**src/inc/dpscd_pkg.sv**
```systemverilog
// Contract
// - Step mode: each serial clock with data high moves wiper one step up.
// - Step mode: each serial clock with data low moves wiper one step down.
// - Any mix of up and down steps may follow within one frame.
// - Instruction byte: opcode, slot high, slot low, zero bit, pot select.
// - Opcode 1001 returns selected wiper position, MSB first, as third byte.
// - Opcode 1010 loads third byte into selected wiper position register.
// - Opcode 1011 returns selected stored position register, MSB first.
// - Opcode 1100 writes third byte to stored slot; starts at frame end.
// - Opcode 1101 copies selected stored slot into that pot's wiper register.
// - Opcode 1110 copies wiper into selected stored slot, nonvolatile.
// - Opcode 0001 copies chosen slot of every pot into its wiper at once.
// - Opcode 1000 copies both wipers into chosen slots, nonvolatile.
// - Opcode 0010 enables stepping of the selected wiper until frame end.
// - Frame executes only when the address bits match the address pins.
// - Data sampled on rising serial clock; chip select stays low all command.
// - Stored register writes finish within 10 ms; busy flag set meanwhile.
`default_nettype none
package dpscd_pkg;
  // Timing
  localparam int CLOCK_KHZ = 40000;
  localparam int NV_WRITE_MS = 10;
  localparam int NV_WRITE_CYCLES = NV_WRITE_MS * CLOCK_KHZ;
  // Opcodes
  localparam logic [3:0] OP_RD_WIPER = 4'h9;
  localparam logic [3:0] OP_WR_WIPER = 4'ha;
  localparam logic [3:0] OP_RD_STORED = 4'hb;
  localparam logic [3:0] OP_WR_STORED = 4'hc;
  localparam logic [3:0] OP_XFR_TO_WIPER = 4'hd;
  localparam logic [3:0] OP_XFR_TO_STORED = 4'he;
  localparam logic [3:0] OP_GLB_TO_WIPER = 4'h1;
  localparam logic [3:0] OP_GLB_TO_STORED = 4'h8;
  localparam logic [3:0] OP_STEP = 4'h2;
  // Instruction and identification byte fields
  localparam int FLD_OP_MSB = 7;
  localparam int FLD_OP_LSB = 4;
  localparam int FLD_SLOT_MSB = 3;
  localparam int FLD_SLOT_LSB = 2;
  localparam int FLD_ZERO = 1;
  localparam int FLD_POT = 0;
  localparam int FLD_ADDR_MSB = 1;
  localparam logic [1:0] ADDR_UPPER = 2'h0;
  // Bit counter marks
  localparam logic [4:0] BIT_ID_LAST = 5'h07;
  localparam logic [4:0] BIT_INSTR_LAST = 5'h0f;
  localparam logic [4:0] BIT_DATA_LAST = 5'h17;
  localparam logic [4:0] BIT_DONE = 5'h18;
  // Position values
  localparam logic [7:0] POS_MAX = 8'hff;
  localparam logic [7:0] POS_MIN = 8'h00;
  localparam logic [7:0] WIPER_RESET = 8'h00;
  localparam logic [7:0] STORED_RESET = 8'h00;

  typedef enum logic [2:0] {
    ST_IDLE = 3'h0,
    ST_ID = 3'h1,
    ST_INSTR = 3'h3,
    ST_DATA = 3'h2,
    ST_SKIP = 3'h6
  } dpscd_state_t;

  typedef struct packed {
    logic sck;
    logic cs_b;
    logic si;
    logic [1:0] addr;
  } dpscd_pins_t;

  // Pin levels at rest; matching them avoids a false edge after reset
  localparam dpscd_pins_t PINS_IDLE = '{sck: 1'h0, cs_b: 1'h1, si: 1'h0,
                                        addr: 2'h0};
endpackage
`default_nettype wire

```
**src/verilog/dpscd_decoder.sv**
```systemverilog
`timescale 1ns/100ps
`default_nettype none
module dpscd_decoder #(
  parameter logic [3:0] P_DEVICE_TYPE = 4'h9, // Arbitrary value
  parameter int P_NV_WRITE_CYCLES = dpscd_pkg::NV_WRITE_CYCLES
) (
  input wire logic i_clock,
  input wire logic i_rst_b,
  input wire logic i_sck,
  input wire logic i_cs_b,
  input wire logic i_si,
  input wire logic i_chip_address_bit_one,
  input wire logic i_chip_address_bit_zero,
  output logic o_so,
  output logic o_so_oe_b,
  output logic o_wip,
  output logic [7:0] o_wiper_pos_0,
  output logic [7:0] o_wiper_pos_1
);
  dpscd_pkg::dpscd_pins_t raw, syn1, syn2, syn3, filt, filt_q;
  dpscd_pkg::dpscd_state_t state;
  logic [4:0] cnt;
  logic [7:0] shreg, instr, data, tx, nbyte, rd_value;
  logic data_ok, reading, sck_rise, sck_fall, cs_fall, cs_rise, exec, nv_start;
  logic [7:0] wiper [2];
  logic [7:0] stored [8];
  logic [18:0] timer;
  logic [3:0] op;
  logic [1:0] slot;
  logic pot;

  // Opcode and field check of a fresh instruction byte
  function automatic logic instr_valid(input logic [7:0] b);
    logic [3:0] o;
    logic fixed_ok;
    o = b[dpscd_pkg::FLD_OP_MSB:dpscd_pkg::FLD_OP_LSB];
    fixed_ok = !b[dpscd_pkg::FLD_ZERO];
    case (o)
      dpscd_pkg::OP_RD_WIPER, dpscd_pkg::OP_WR_WIPER, dpscd_pkg::OP_STEP:
        instr_valid = fixed_ok && (b[3:2] == 2'h0);
      dpscd_pkg::OP_RD_STORED, dpscd_pkg::OP_WR_STORED,
      dpscd_pkg::OP_XFR_TO_WIPER, dpscd_pkg::OP_XFR_TO_STORED:
        instr_valid = fixed_ok;
      dpscd_pkg::OP_GLB_TO_WIPER, dpscd_pkg::OP_GLB_TO_STORED:
        instr_valid = fixed_ok && !b[dpscd_pkg::FLD_POT];
      default: instr_valid = 1'b0;
    endcase
  endfunction

  // Ops that start a nonvolatile write cycle
  function automatic logic is_nv(input logic [3:0] o);
    is_nv = (o == dpscd_pkg::OP_WR_STORED) ||
            (o == dpscd_pkg::OP_XFR_TO_STORED) ||
            (o == dpscd_pkg::OP_GLB_TO_STORED);
  endfunction

  // Field views and edge strobes
  assign raw = {i_sck, i_cs_b, i_si, i_chip_address_bit_one,
                i_chip_address_bit_zero};
  assign op = instr[dpscd_pkg::FLD_OP_MSB:dpscd_pkg::FLD_OP_LSB];
  assign slot = instr[dpscd_pkg::FLD_SLOT_MSB:dpscd_pkg::FLD_SLOT_LSB];
  assign pot = instr[dpscd_pkg::FLD_POT];
  assign nbyte = {shreg[6:0], filt.si};
  assign sck_rise = filt.sck && !filt_q.sck;
  assign sck_fall = !filt.sck && filt_q.sck;
  assign cs_fall = !filt.cs_b && filt_q.cs_b;
  assign cs_rise = filt.cs_b && !filt_q.cs_b;
  assign exec = cs_rise && (state == dpscd_pkg::ST_DATA);
  assign nv_start = exec && is_nv(op) && (timer == 19'h0_0000) &&
                    (data_ok || (op != dpscd_pkg::OP_WR_STORED));
  assign rd_value = (nbyte[7:4] == dpscd_pkg::OP_RD_WIPER) ?
                    wiper[nbyte[0]] : stored[{nbyte[0], nbyte[3:2]}];
  assign o_wiper_pos_0 = wiper[0];
  assign o_wiper_pos_1 = wiper[1];

  // Pin synchroniser; a level counts once the second and third stages agree
  always_ff @(posedge i_clock) begin
    if (!i_rst_b) begin
      syn1 <= dpscd_pkg::PINS_IDLE;
      syn2 <= dpscd_pkg::PINS_IDLE;
      syn3 <= dpscd_pkg::PINS_IDLE;
      filt <= dpscd_pkg::PINS_IDLE;
      filt_q <= dpscd_pkg::PINS_IDLE;
    end else begin
      syn1 <= raw;
      syn2 <= syn1;
      syn3 <= syn2;
      // Agreeing stages give the new level, either way; else hold
      filt <= (syn2 & ~(syn2 ^ syn3)) | (filt & (syn2 ^ syn3));
      filt_q <= filt;
    end
  end

  // Frame sequencer: identification, instruction, then data or steps
  always_ff @(posedge i_clock) begin
    if (!i_rst_b) begin
      state <= dpscd_pkg::ST_IDLE;
      cnt <= 5'h00;
      shreg <= 8'h00;
      instr <= 8'h00;
      data <= 8'h00;
      data_ok <= 1'b0;
    end else if (cs_fall) begin
      state <= dpscd_pkg::ST_ID;
      cnt <= 5'h00;
      data_ok <= 1'b0;
    end else if (cs_rise) begin
      state <= dpscd_pkg::ST_IDLE;
    end else if (sck_rise) begin
      shreg <= nbyte;
      if (cnt != dpscd_pkg::BIT_DONE) begin
        cnt <= cnt + 5'h01;
      end
      case (state)
        dpscd_pkg::ST_ID: begin
          if (cnt == dpscd_pkg::BIT_ID_LAST) begin
            // Mismatch parks the frame so nothing else happens
            if (nbyte[7:4] == P_DEVICE_TYPE &&
                nbyte[3:2] == dpscd_pkg::ADDR_UPPER &&
                nbyte[dpscd_pkg::FLD_ADDR_MSB:0] == filt.addr) begin
              state <= dpscd_pkg::ST_INSTR;
            end else begin
              state <= dpscd_pkg::ST_SKIP;
            end
          end
        end
        dpscd_pkg::ST_INSTR: begin
          if (cnt == dpscd_pkg::BIT_INSTR_LAST) begin
            instr <= nbyte;
            state <= instr_valid(nbyte) ? dpscd_pkg::ST_DATA :
                     dpscd_pkg::ST_SKIP;
          end
        end
        dpscd_pkg::ST_DATA: begin
          if (cnt == dpscd_pkg::BIT_DATA_LAST) begin
            data <= nbyte;
            data_ok <= 1'b1;
          end
        end
        default: begin
        end
      endcase
    end
  end

  // Wiper and stored position registers
  always_ff @(posedge i_clock) begin
    if (!i_rst_b) begin
      for (int p = 0; p < 2; p++) begin
        wiper[p] <= dpscd_pkg::WIPER_RESET;
      end
      for (int s = 0; s < 8; s++) begin
        stored[s] <= dpscd_pkg::STORED_RESET;
      end
    end else begin
      // Steps apply at once; a frame may mix any number of both kinds
      if (sck_rise && !cs_rise && state == dpscd_pkg::ST_DATA) begin
        if (op == dpscd_pkg::OP_STEP) begin
          if (filt.si && wiper[pot] != dpscd_pkg::POS_MAX) begin
            wiper[pot] <= wiper[pot] + 8'h01;
          end else if (!filt.si && wiper[pot] != dpscd_pkg::POS_MIN) begin
            wiper[pot] <= wiper[pot] - 8'h01;
          end
        end else if (op == dpscd_pkg::OP_WR_WIPER &&
                     cnt == dpscd_pkg::BIT_DATA_LAST) begin
          wiper[pot] <= nbyte;
        end
      end
      // Transfers commit only on a complete frame's chip select rise
      if (exec) begin
        case (op)
          dpscd_pkg::OP_WR_STORED: begin
            if (nv_start) begin
              stored[{pot, slot}] <= data;
            end
          end
          dpscd_pkg::OP_XFR_TO_WIPER: begin
            wiper[pot] <= stored[{pot, slot}];
          end
          dpscd_pkg::OP_XFR_TO_STORED: begin
            if (nv_start) begin
              stored[{pot, slot}] <= wiper[pot];
            end
          end
          dpscd_pkg::OP_GLB_TO_WIPER: begin
            wiper[0] <= stored[{1'b0, slot}];
            wiper[1] <= stored[{1'b1, slot}];
          end
          dpscd_pkg::OP_GLB_TO_STORED: begin
            if (nv_start) begin
              stored[{1'b0, slot}] <= wiper[0];
              stored[{1'b1, slot}] <= wiper[1];
            end
          end
          default: begin
          end
        endcase
      end
    end
  end

  // Nonvolatile write timer; a write asked for while busy is dropped
  always_ff @(posedge i_clock) begin
    if (!i_rst_b) begin
      timer <= 19'h0_0000;
      o_wip <= 1'b0;
    end else begin
      if (nv_start) begin
        timer <= 19'(P_NV_WRITE_CYCLES);
      end else if (timer != 19'h0_0000) begin
        timer <= timer - 19'h0_0001;
      end
      o_wip <= nv_start || (timer > 19'h0_0001);
    end
  end

  // Serial output, launched on falling clock; the host samples late in the following high phase
  always_ff @(posedge i_clock) begin
    if (!i_rst_b) begin
      tx <= 8'h00;
      o_so <= 1'b0;
      o_so_oe_b <= 1'b1;
      reading <= 1'b0;
    end else if (cs_rise || cs_fall) begin
      o_so_oe_b <= 1'b1;
      reading <= 1'b0;
    end else begin
      if (sck_rise && state == dpscd_pkg::ST_INSTR &&
          cnt == dpscd_pkg::BIT_INSTR_LAST && instr_valid(nbyte) &&
          (nbyte[7:4] == dpscd_pkg::OP_RD_WIPER ||
           nbyte[7:4] == dpscd_pkg::OP_RD_STORED)) begin
        tx <= rd_value;
        reading <= 1'b1;
      end
      if (sck_fall && reading) begin
        if (cnt == dpscd_pkg::BIT_DONE) begin
          o_so_oe_b <= 1'b1;
          reading <= 1'b0;
        end else begin
          o_so <= tx[7];
          tx <= {tx[6:0], 1'b0};
          o_so_oe_b <= 1'b0;
        end
      end
    end
  end
endmodule // dpscd_decoder
`default_nettype wire

```
**config.mk**
```make
export PLATFORM = sky130hd
export DESIGN_NAME = dpscd_decoder
export DESIGN_NICKNAME = d
export VERILOG_FILES = /design/src/inc/dpscd_pkg.sv /design/src/verilog/dpscd_decoder.sv
export SDC_FILE = /design/constraint.sdc
export NUM_CORES = 1
export LEC_CHECK = 0
export BUFFER_PORTS_ARGS = -buffer_cell sky130_fd_sc_hd__buf_2
export CORE_MARGIN = 5
export CORE_UTILIZATION = 60
export CTS_BUF_LIST = sky130_fd_sc_hd__clkbuf_4 sky130_fd_sc_hd__clkbuf_8
export DETAILED_ROUTE_END_ITERATION = 6
export PLACE_DENSITY_LB_ADDON = 0.1
export SETUP_SLACK_MARGIN = 0.4
export SKIP_CTS_REPAIR_TIMING = 1
export SYNTH_ARGS = -nofsm -noshare
export SYNTH_HDL_FRONTEND = slang
export SYNTH_SLANG_ARGS = --single-unit
```
**constraint.sdc**
```tcl
create_clock -name i_clock -period 4.9 [get_ports i_clock]
set_clock_uncertainty 0.05 [all_clocks]
set_input_delay 0.245 -clock i_clock [delete_from_list [all_inputs] [get_ports i_clock]]
set_output_delay 0.245 -clock i_clock [all_outputs]
set_load 0.05 [all_outputs]
```
==> results.yml, run 1 <==
status:
  run_status: "finished, violations left"
  violations: "DRC"
routing:
  route.detailed.vias_per_inst: 6.54
  drcViolationCount: 17
  vias: 7005
  drt-pass1-iter-count: 7
  totalWireLength_um: 24300
  dr.first_iter.drc_count: 755
  drt-wirelength-per-cell_um: 22.7
  antenna_left: 0
worst_setup_path:
  r2r-start: "filt_q[3]"
  ff2ff_path_depth: 15
  worst-path-max-fanout: 7
  rrSetupSlack_ns: 1.16
  cp.required_ns: 5.07
  crit_slowest_cell: "or3_1"
  r2r-end: "wiper[1][6]"
  startpoint: "filt_q[3]"
  critPathCaptureType: "flip-flop"
  crit_path_start_kind: "flip-flop"
  arrival_ns: 3.91
  critPathKind: "reg2reg"
  cp_cell_sequence: "inv_1 -> ha_1 -> nor3b_1 -> buf_4 -> nand4_1 -> or3_1 -> inv_1 -> ha_1 -> nor2b_1 -> o31a_1 -> o21ai_0 -> nand2b_1 -> xnor2_1 -> o21ai_0 -> a32o_1"
  max_stage_delay_ns: 0.43
sta:
  rsz0062_at_grt: "false"
  maxSlewViolCount: 0
  hold_viol_final: 0
  max_freq_mhz: 267
  post-route-min-period_ns: 3.74
  slew_headroom_pct: 28.0
  setup_viol: 0
  tns_ns: 0
  period_share_pct: 76.3
  tightest_slew_ns: 1.08
  timing.hold.ws_ns: 0.382
clock_tree:
  insertion_delay_ns: 0.47
  clk_pin_slew_ns: 0.09
  cts_buffer_depth: 2
  clkSinkCount: 169
  cts_made_buffers: 17
  h-tree-depth: 4
  ctsRootBufferMaster: "clkbuf_8"
  cts_tree: "yes"
placement:
  dp_cells: 1034
  portBuffers: 25
  place_hpwl_um: 17300
  place.gp.congestion: 0.945
power:
  combPwrFrac_pct: 4.4
  power.density_mw_per_mm2: 271
  p_leak_uw: 0.00339
  clkPwrFrac_pct: 37.6
  ir_drop_uv: 209
  netSwitchingFraction_pct: 23.5
  seqPwrFrac_pct: 58.0
  p_int_uw: 2010
  total_power_uw: 2630
  p_switching_uw: 619
hold_path:
  hold_end: "syn2[3]"
  min_from: "syn1[3]"
  min_path_cells: 1
  hp-class: "reg2reg"
global_route:
  grt_max_degree: 86
  track_usage_pct: 28.0
  antenna_found_initial: 0
  grt.overflow.total: 0
  first_global_vias: 6770
  grt_pass1_wl_um: 37800
layout:
  ff_latch_area_mm2: 0.00418
  multi_input_area_mm2: 0.00458
  n_antenna_cell: 0
  num-nets-final: 892
  final_cells: 1071
  final_core_util_pct: 64.6
  nFillCells: 1206
  drive_above_1_share_pct: 15.7
  syn2layout_area_growth_pct: 6.79
yosys:
  syn-cell-area_mm2: 0.00909
  yosys_warnings: 0
  synth_seq_cells: 169
  synthesis.area_per_instance_um2: 10.5
  synth_edf_count: 80
  synthCells: 865
  synthDistinctLibCells: 67
  yosysSeqAreaShare_pct: 46.0
  synth-async-reset-ratio_pct: 0
  synth_nets: 887
  synthFlopType: "dfxtp_1"
floorplan:
  die_h_um: 133
  start_util_pct: 60.5
  boundaryPins: 26
  coreArea_mm2: 0.0150
  rows: 45
  dieArea_mm2: 0.0177
  fp.dieW_um: 133
job:
  cap_violations: 0
[flip-flops by register name, summed over array words and instances, names as in the netlist, named ones only]
register,cells
reading,1
stored,64
o_so,1
o_wip,1
instr,7
syn2,5
data,8
wiper,16
tx,8
filt,1
state,3
data_ok,1
shreg,7
cnt,5
timer,19
filt_q,2
o_so_oe_b,1
syn1,5
syn3,5
[worst max-delay path, delay by kind of cell (launching register included)]
family / cells / cell delay [ns]
and+or+nand+nor: 5 / 1.18
adders and majority gates: 2 / 0.56
DFF: 1 / 0.34
AOI/OAI and AO/OA: 4 / 0.81
xor gates and xnor gates: 1 / 0.14
buffers and inverters: 3 / 0.43
[logic make-up (layout without fill, tap and decap cells)]
kind of cell	Yosys count	after routing	share of synthesized area [%]
XOR/XNOR	21	21	2.02
AO/OA/AOI/OAI	182	182	14.1
adder cells (fa/ha/maj)	15	15	2.15
buffers and inverters	73	91	3.63
flip-flops	169	169	46.0
multiplexers	74	74	12.7
AND/OR/NAND/NOR	331	331	19.3
[layout by cell type (no fill, tap or decap), drive strengths merged, types with 16 or more instances in the layout]
cell type and n:
nand3 18, a22o 49, o21ai 36, mux4 32
a211oi 16, nor3 20, nor2b 36, inv 24
edfxtp 80, dfxtp 89, nand2 64, buf 34
nor2 106, a21oi 35, clkbuf 19, mux2i 32
[how the worst max path moves through the flow]
stage	to	slack, ns
after global routing	wiper[1][7]	0.92
after global placement	wiper[1][6]	1.39
after floorplan	wiper[1][6]	1.47
final	wiper[1][6]	1.16
after detailed placement	wiper[0][6]	1.23
after CTS	wiper[0][6]	1.19
[cell type report]
class / count / share of cell area, %
clock buffer: 19 / 2.57
clock inverter: 13 / 1.50
inverter: 20 / 0.773
multi-input combinational: 623 / 47.1
sequential: 169 / 43.1
tap: 188 / 2.42
timing repair buffer: 39 / 2.50
[Yosys cell counts, types with 4 or more instances]
library cell / n / share of area (%)
nor2_1: 96 / 4.0
dfxtp_1: 89 / 20
edfxtp_1: 80 / 26
nand2_1: 64 / 2.6
a22o_1: 43 / 4.1
o21ai_0: 36 / 2.0
a21oi_1: 35 / 1.9
nor2b_1: 35 / 2.4
clkbuf_1: 34 / 1.4
mux2i_1: 32 / 3.5
mux4_2: 32 / 7.9
inv_1: 20 / 0.83
nor3_1: 19 / 1.0
nand3_1: 18 / 0.99
a211oi_1: 15 / 1.2
and2_1: 15 / 1.0
a21boi_0: 14 / 1.2
ha_1: 14 / 1.9
nand4_1: 12 / 0.83
nand2b_1: 11 / 0.76
xor2_1: 11 / 1.1
mux2_2: 10 / 1.2
nor2_2: 10 / 0.69
xnor2_1: 10 / 0.96
buf_1: 8 / 0.33
nand3b_1: 7 / 0.58
a22o_2: 6 / 0.66
o21a_1: 6 / 0.50
buf_2: 5 / 0.28
nor3b_1: 5 / 0.41
or3_1: 5 / 0.34
a31oi_1: 4 / 0.28
and3_1: 4 / 0.28
buf_6: 4 / 0.50
nand4b_1: 4 / 0.39
[power by group through the flow]
stage               logic, uW  clock network [uW]  registers (uW)
finish                    116                 990            1520
global route              124                1080            1530
CTS                       111                1010            1520
detailed placement        111                   0            1560
global placement          109                   0            1550
floorplan                66.0                   0            1560
[through the flow]
| stage | area (um^2) | setup slack [ns] |
|---|---|---|
| 2_1_floorplan | 9090 | 1.47 |
| 3_3_place_gp | 9260 | 1.39 |
| 3_5_place_dp | 9260 | 1.23 |
| 4_1_cts | 9660 | 1.19 |
| 5_1_grt | 9710 | 0.925 |
| 6_report | 9710 | 1.16 |
[routing by layer]
metal / up-vias / GRT usage (%) / routed length [um]
met2: 344 / 44.7 / 11600
li1: 3217 / - / -
met5: - / 0 / 0
met4: 0 / 10.1 / 629
met3: 51 / 7.91 / 2350
met1: 3393 / 36.6 / 9770
(Power assumes the default switching activity.)
==> inputs of run 2 (changes only) <==
--- a/config.mk
+++ b/config.mk
@@ -7,7 +7,7 @@
 export LEC_CHECK = 0
 export BUFFER_PORTS_ARGS = -buffer_cell sky130_fd_sc_hd__buf_2
 export CORE_MARGIN = 5
-export CORE_UTILIZATION = 60
+export CORE_UTILIZATION = 59
 export CTS_BUF_LIST = sky130_fd_sc_hd__clkbuf_4 sky130_fd_sc_hd__clkbuf_8
 export DETAILED_ROUTE_END_ITERATION = 6
 export PLACE_DENSITY_LB_ADDON = 0.1
==> constraint.sdc (replaced) <==
create_clock -name i_clock -period 3.08 [get_ports i_clock]
set_clock_uncertainty 0.05 [all_clocks]
set_input_delay 0.154 -clock i_clock [delete_from_list [all_inputs] [get_ports i_clock]]
set_output_delay 0.154 -clock i_clock [all_outputs]
set_load 0.05 [all_outputs]
==> run 2 against run 1 <==
Compared with the run above: final cell count rose by 5.0%; largest power group unchanged; flip-flop and latch count did not move; largest cell class unchanged; fmax rose by 24%; critical path depth fell by 1; global-route usage fell by 0.33 points; highest routed layer is now met5; sequential power rose by 59%; cell area rose by 6.3%; utilization rose by 3.6 points; the flow now finishes without violations.
==> results.yml, run 2 (synthesized netlist as in run 1, its figures left out) <==
clock_tree:
  h-tree-depth: 4
  clk_pin_slew_ns: 0.09
  cts_tree: "yes"
  cts_buffer_depth: 2
  ctsRootBufferMaster: "clkbuf_8"
  clkSinkCount: 169
  cts_made_buffers: 17
  insertion_delay_ns: 0.48
worst_setup_path:
  critPathCaptureType: "flip-flop"
  cp.required_ns: 3.26
  critPathKind: "reg2reg"
  arrival_ns: 3.20
  crit_path_start_kind: "flip-flop"
  worst-path-max-fanout: 6
sta:
  post-route-min-period_ns: 3.01
  period_share_pct: 97.9
  slew_headroom_pct: 50.8
  hold_viol_final: 0
  setup_viol: 0
  max_freq_mhz: 332
  tns_ns: 0
  maxSlewViolCount: 0
  rsz0062_at_grt: "true"
  finalWorstSetupSlack_ns: 0.0654
  tightest_slew_ns: 0.738
power:
  power.density_mw_per_mm2: 407
  p_leak_uw: 0.00367
  ir_drop_uv: 272
layout:
  drive_above_1_share_pct: 24.9
  n_antenna_cell: 0
  final_design_area_no_fill_mm2: 0.0103
  final_common_cell: "nor2_1"
  final_cell_mix: "96 x nor2_1, 84 x dfxtp_1, 80 x edfxtp_1"
  largest_register_ffs: 64
  syn2layout_area_growth_pct: 13.5
  final_core_util_pct: 68.1
  reg.largest.list: "stored: 64 flops, timer: 19 flops, wiper: 16 flops"
  num-nets-final: 946
  top_register: "stored"
  final_cells: 1125
floorplan:
  start_util_pct: 60.0
  boundaryPins: 26
  fp.dieW_um: 134
  dieArea_mm2: 0.0180
  coreArea_mm2: 0.0151
  rows: 45
  die_h_um: 134
global_route:
  first_global_vias: 7110
  track_usage_pct: 27.7
  antenna_found_initial: 1
  grt_max_degree: 86
  grt.overflow.total: 0
  grt_pass1_wl_um: 38300
hold_path:
  hp-class: "in2reg"
routing:
  antenna_left: 0
  route.detailed.vias_per_inst: 6.46
  drcViolationCount: 0
  drt-wirelength-per-cell_um: 21.7
  dr.first_iter.drc_count: 677
  drt-pass1-iter-count: 7
  totalWireLength_um: 24400
  vias: 7266
placement:
  place_area_mm2: 0.00973
  dp_slack_ns: 0.0344
  place_hpwl_um: 17600
  portBuffers: 25
  place.gp.congestion: 0.956
  dp_cells: 1082
status:
  run_status: "finished, final reports clean"
job:
  cap_violations: 0
-- run 2: cell count changes in the layout (fill, tap and decap cells not counted), sizes merged --
cell and delta:
buf +54, clkbuf -1, clkinv +1, clkinvlp +1
inv -1
-- run 2: report_power, final --
group | internal, uW | switching [uW] | leakage, uW
Clock | 731 | 837 | 0.000192
Sequential | 2390 | 23.7 | 0.00155
Combinational | 77.9 | 142 | 0.00194
Total | 3200 | 1000 | 0.00367
-- run 2: worst max-delay path, stage by stage (launching register included) --
cell	delay, ns
dfxtp_2	0.35
inv_2	0.04
ha_4	0.15
nor3b_4	0.22
nand4_1	0.16
or3_4	0.46
inv_8	0.10
ha_4	0.21
nor2b_4	0.13
o31a_1	0.27
o21ai_2	0.12
nand2b_1	0.07
xnor2_1	0.13
o21ai_1	0.10
a32o_1	0.23
-- run 2: cell type report --
| type | instances | area [um^2] |
|---|---|---|
| clock buffer | 18 | 241 |
| fill | 1127 | 4830 |
| clock inverter | 14 | 146 |
| sequential | 169 | 4190 |
| timing repair buffer | 93 | 648 |
| inverter | 20 | 82.6 |
| multi-input combinational | 623 | 4770 |
| tap | 188 | 235 |
-- run 2: final timing paths --
path	slack [ns]	cells past startpoint	to	from
max	0.07	14	wiper[1][6]	filt_q[3]
min	0.29	3	filt_q[3]	i_rst_b
max reg2reg	0.07	14	wiper[1][6]	filt_q[3]
min reg2reg	0.39	1	syn2[2]	syn1[2]
-- run 2: per-stage QoR --
step	hold slack, ns	power, uW
after floorplan	0.205	2590
after global placement	0.296	2660
after detailed placement	0.302	2670
after CTS	-0.205	4210
after global routing	0.320	4340
final	0.292	4200
-- run 2: metal layers --
layer	global-route usage, %	vias to the layer above	part of all wire [%]	routed length [um]
met4	11.1	2	3.9	952
li1	-	3306	-	-
met5	0	-	0.029	7
met2	46.7	359	49	12000
met3	5.78	93	8.5	2070
met1	35.0	3506	39	9440
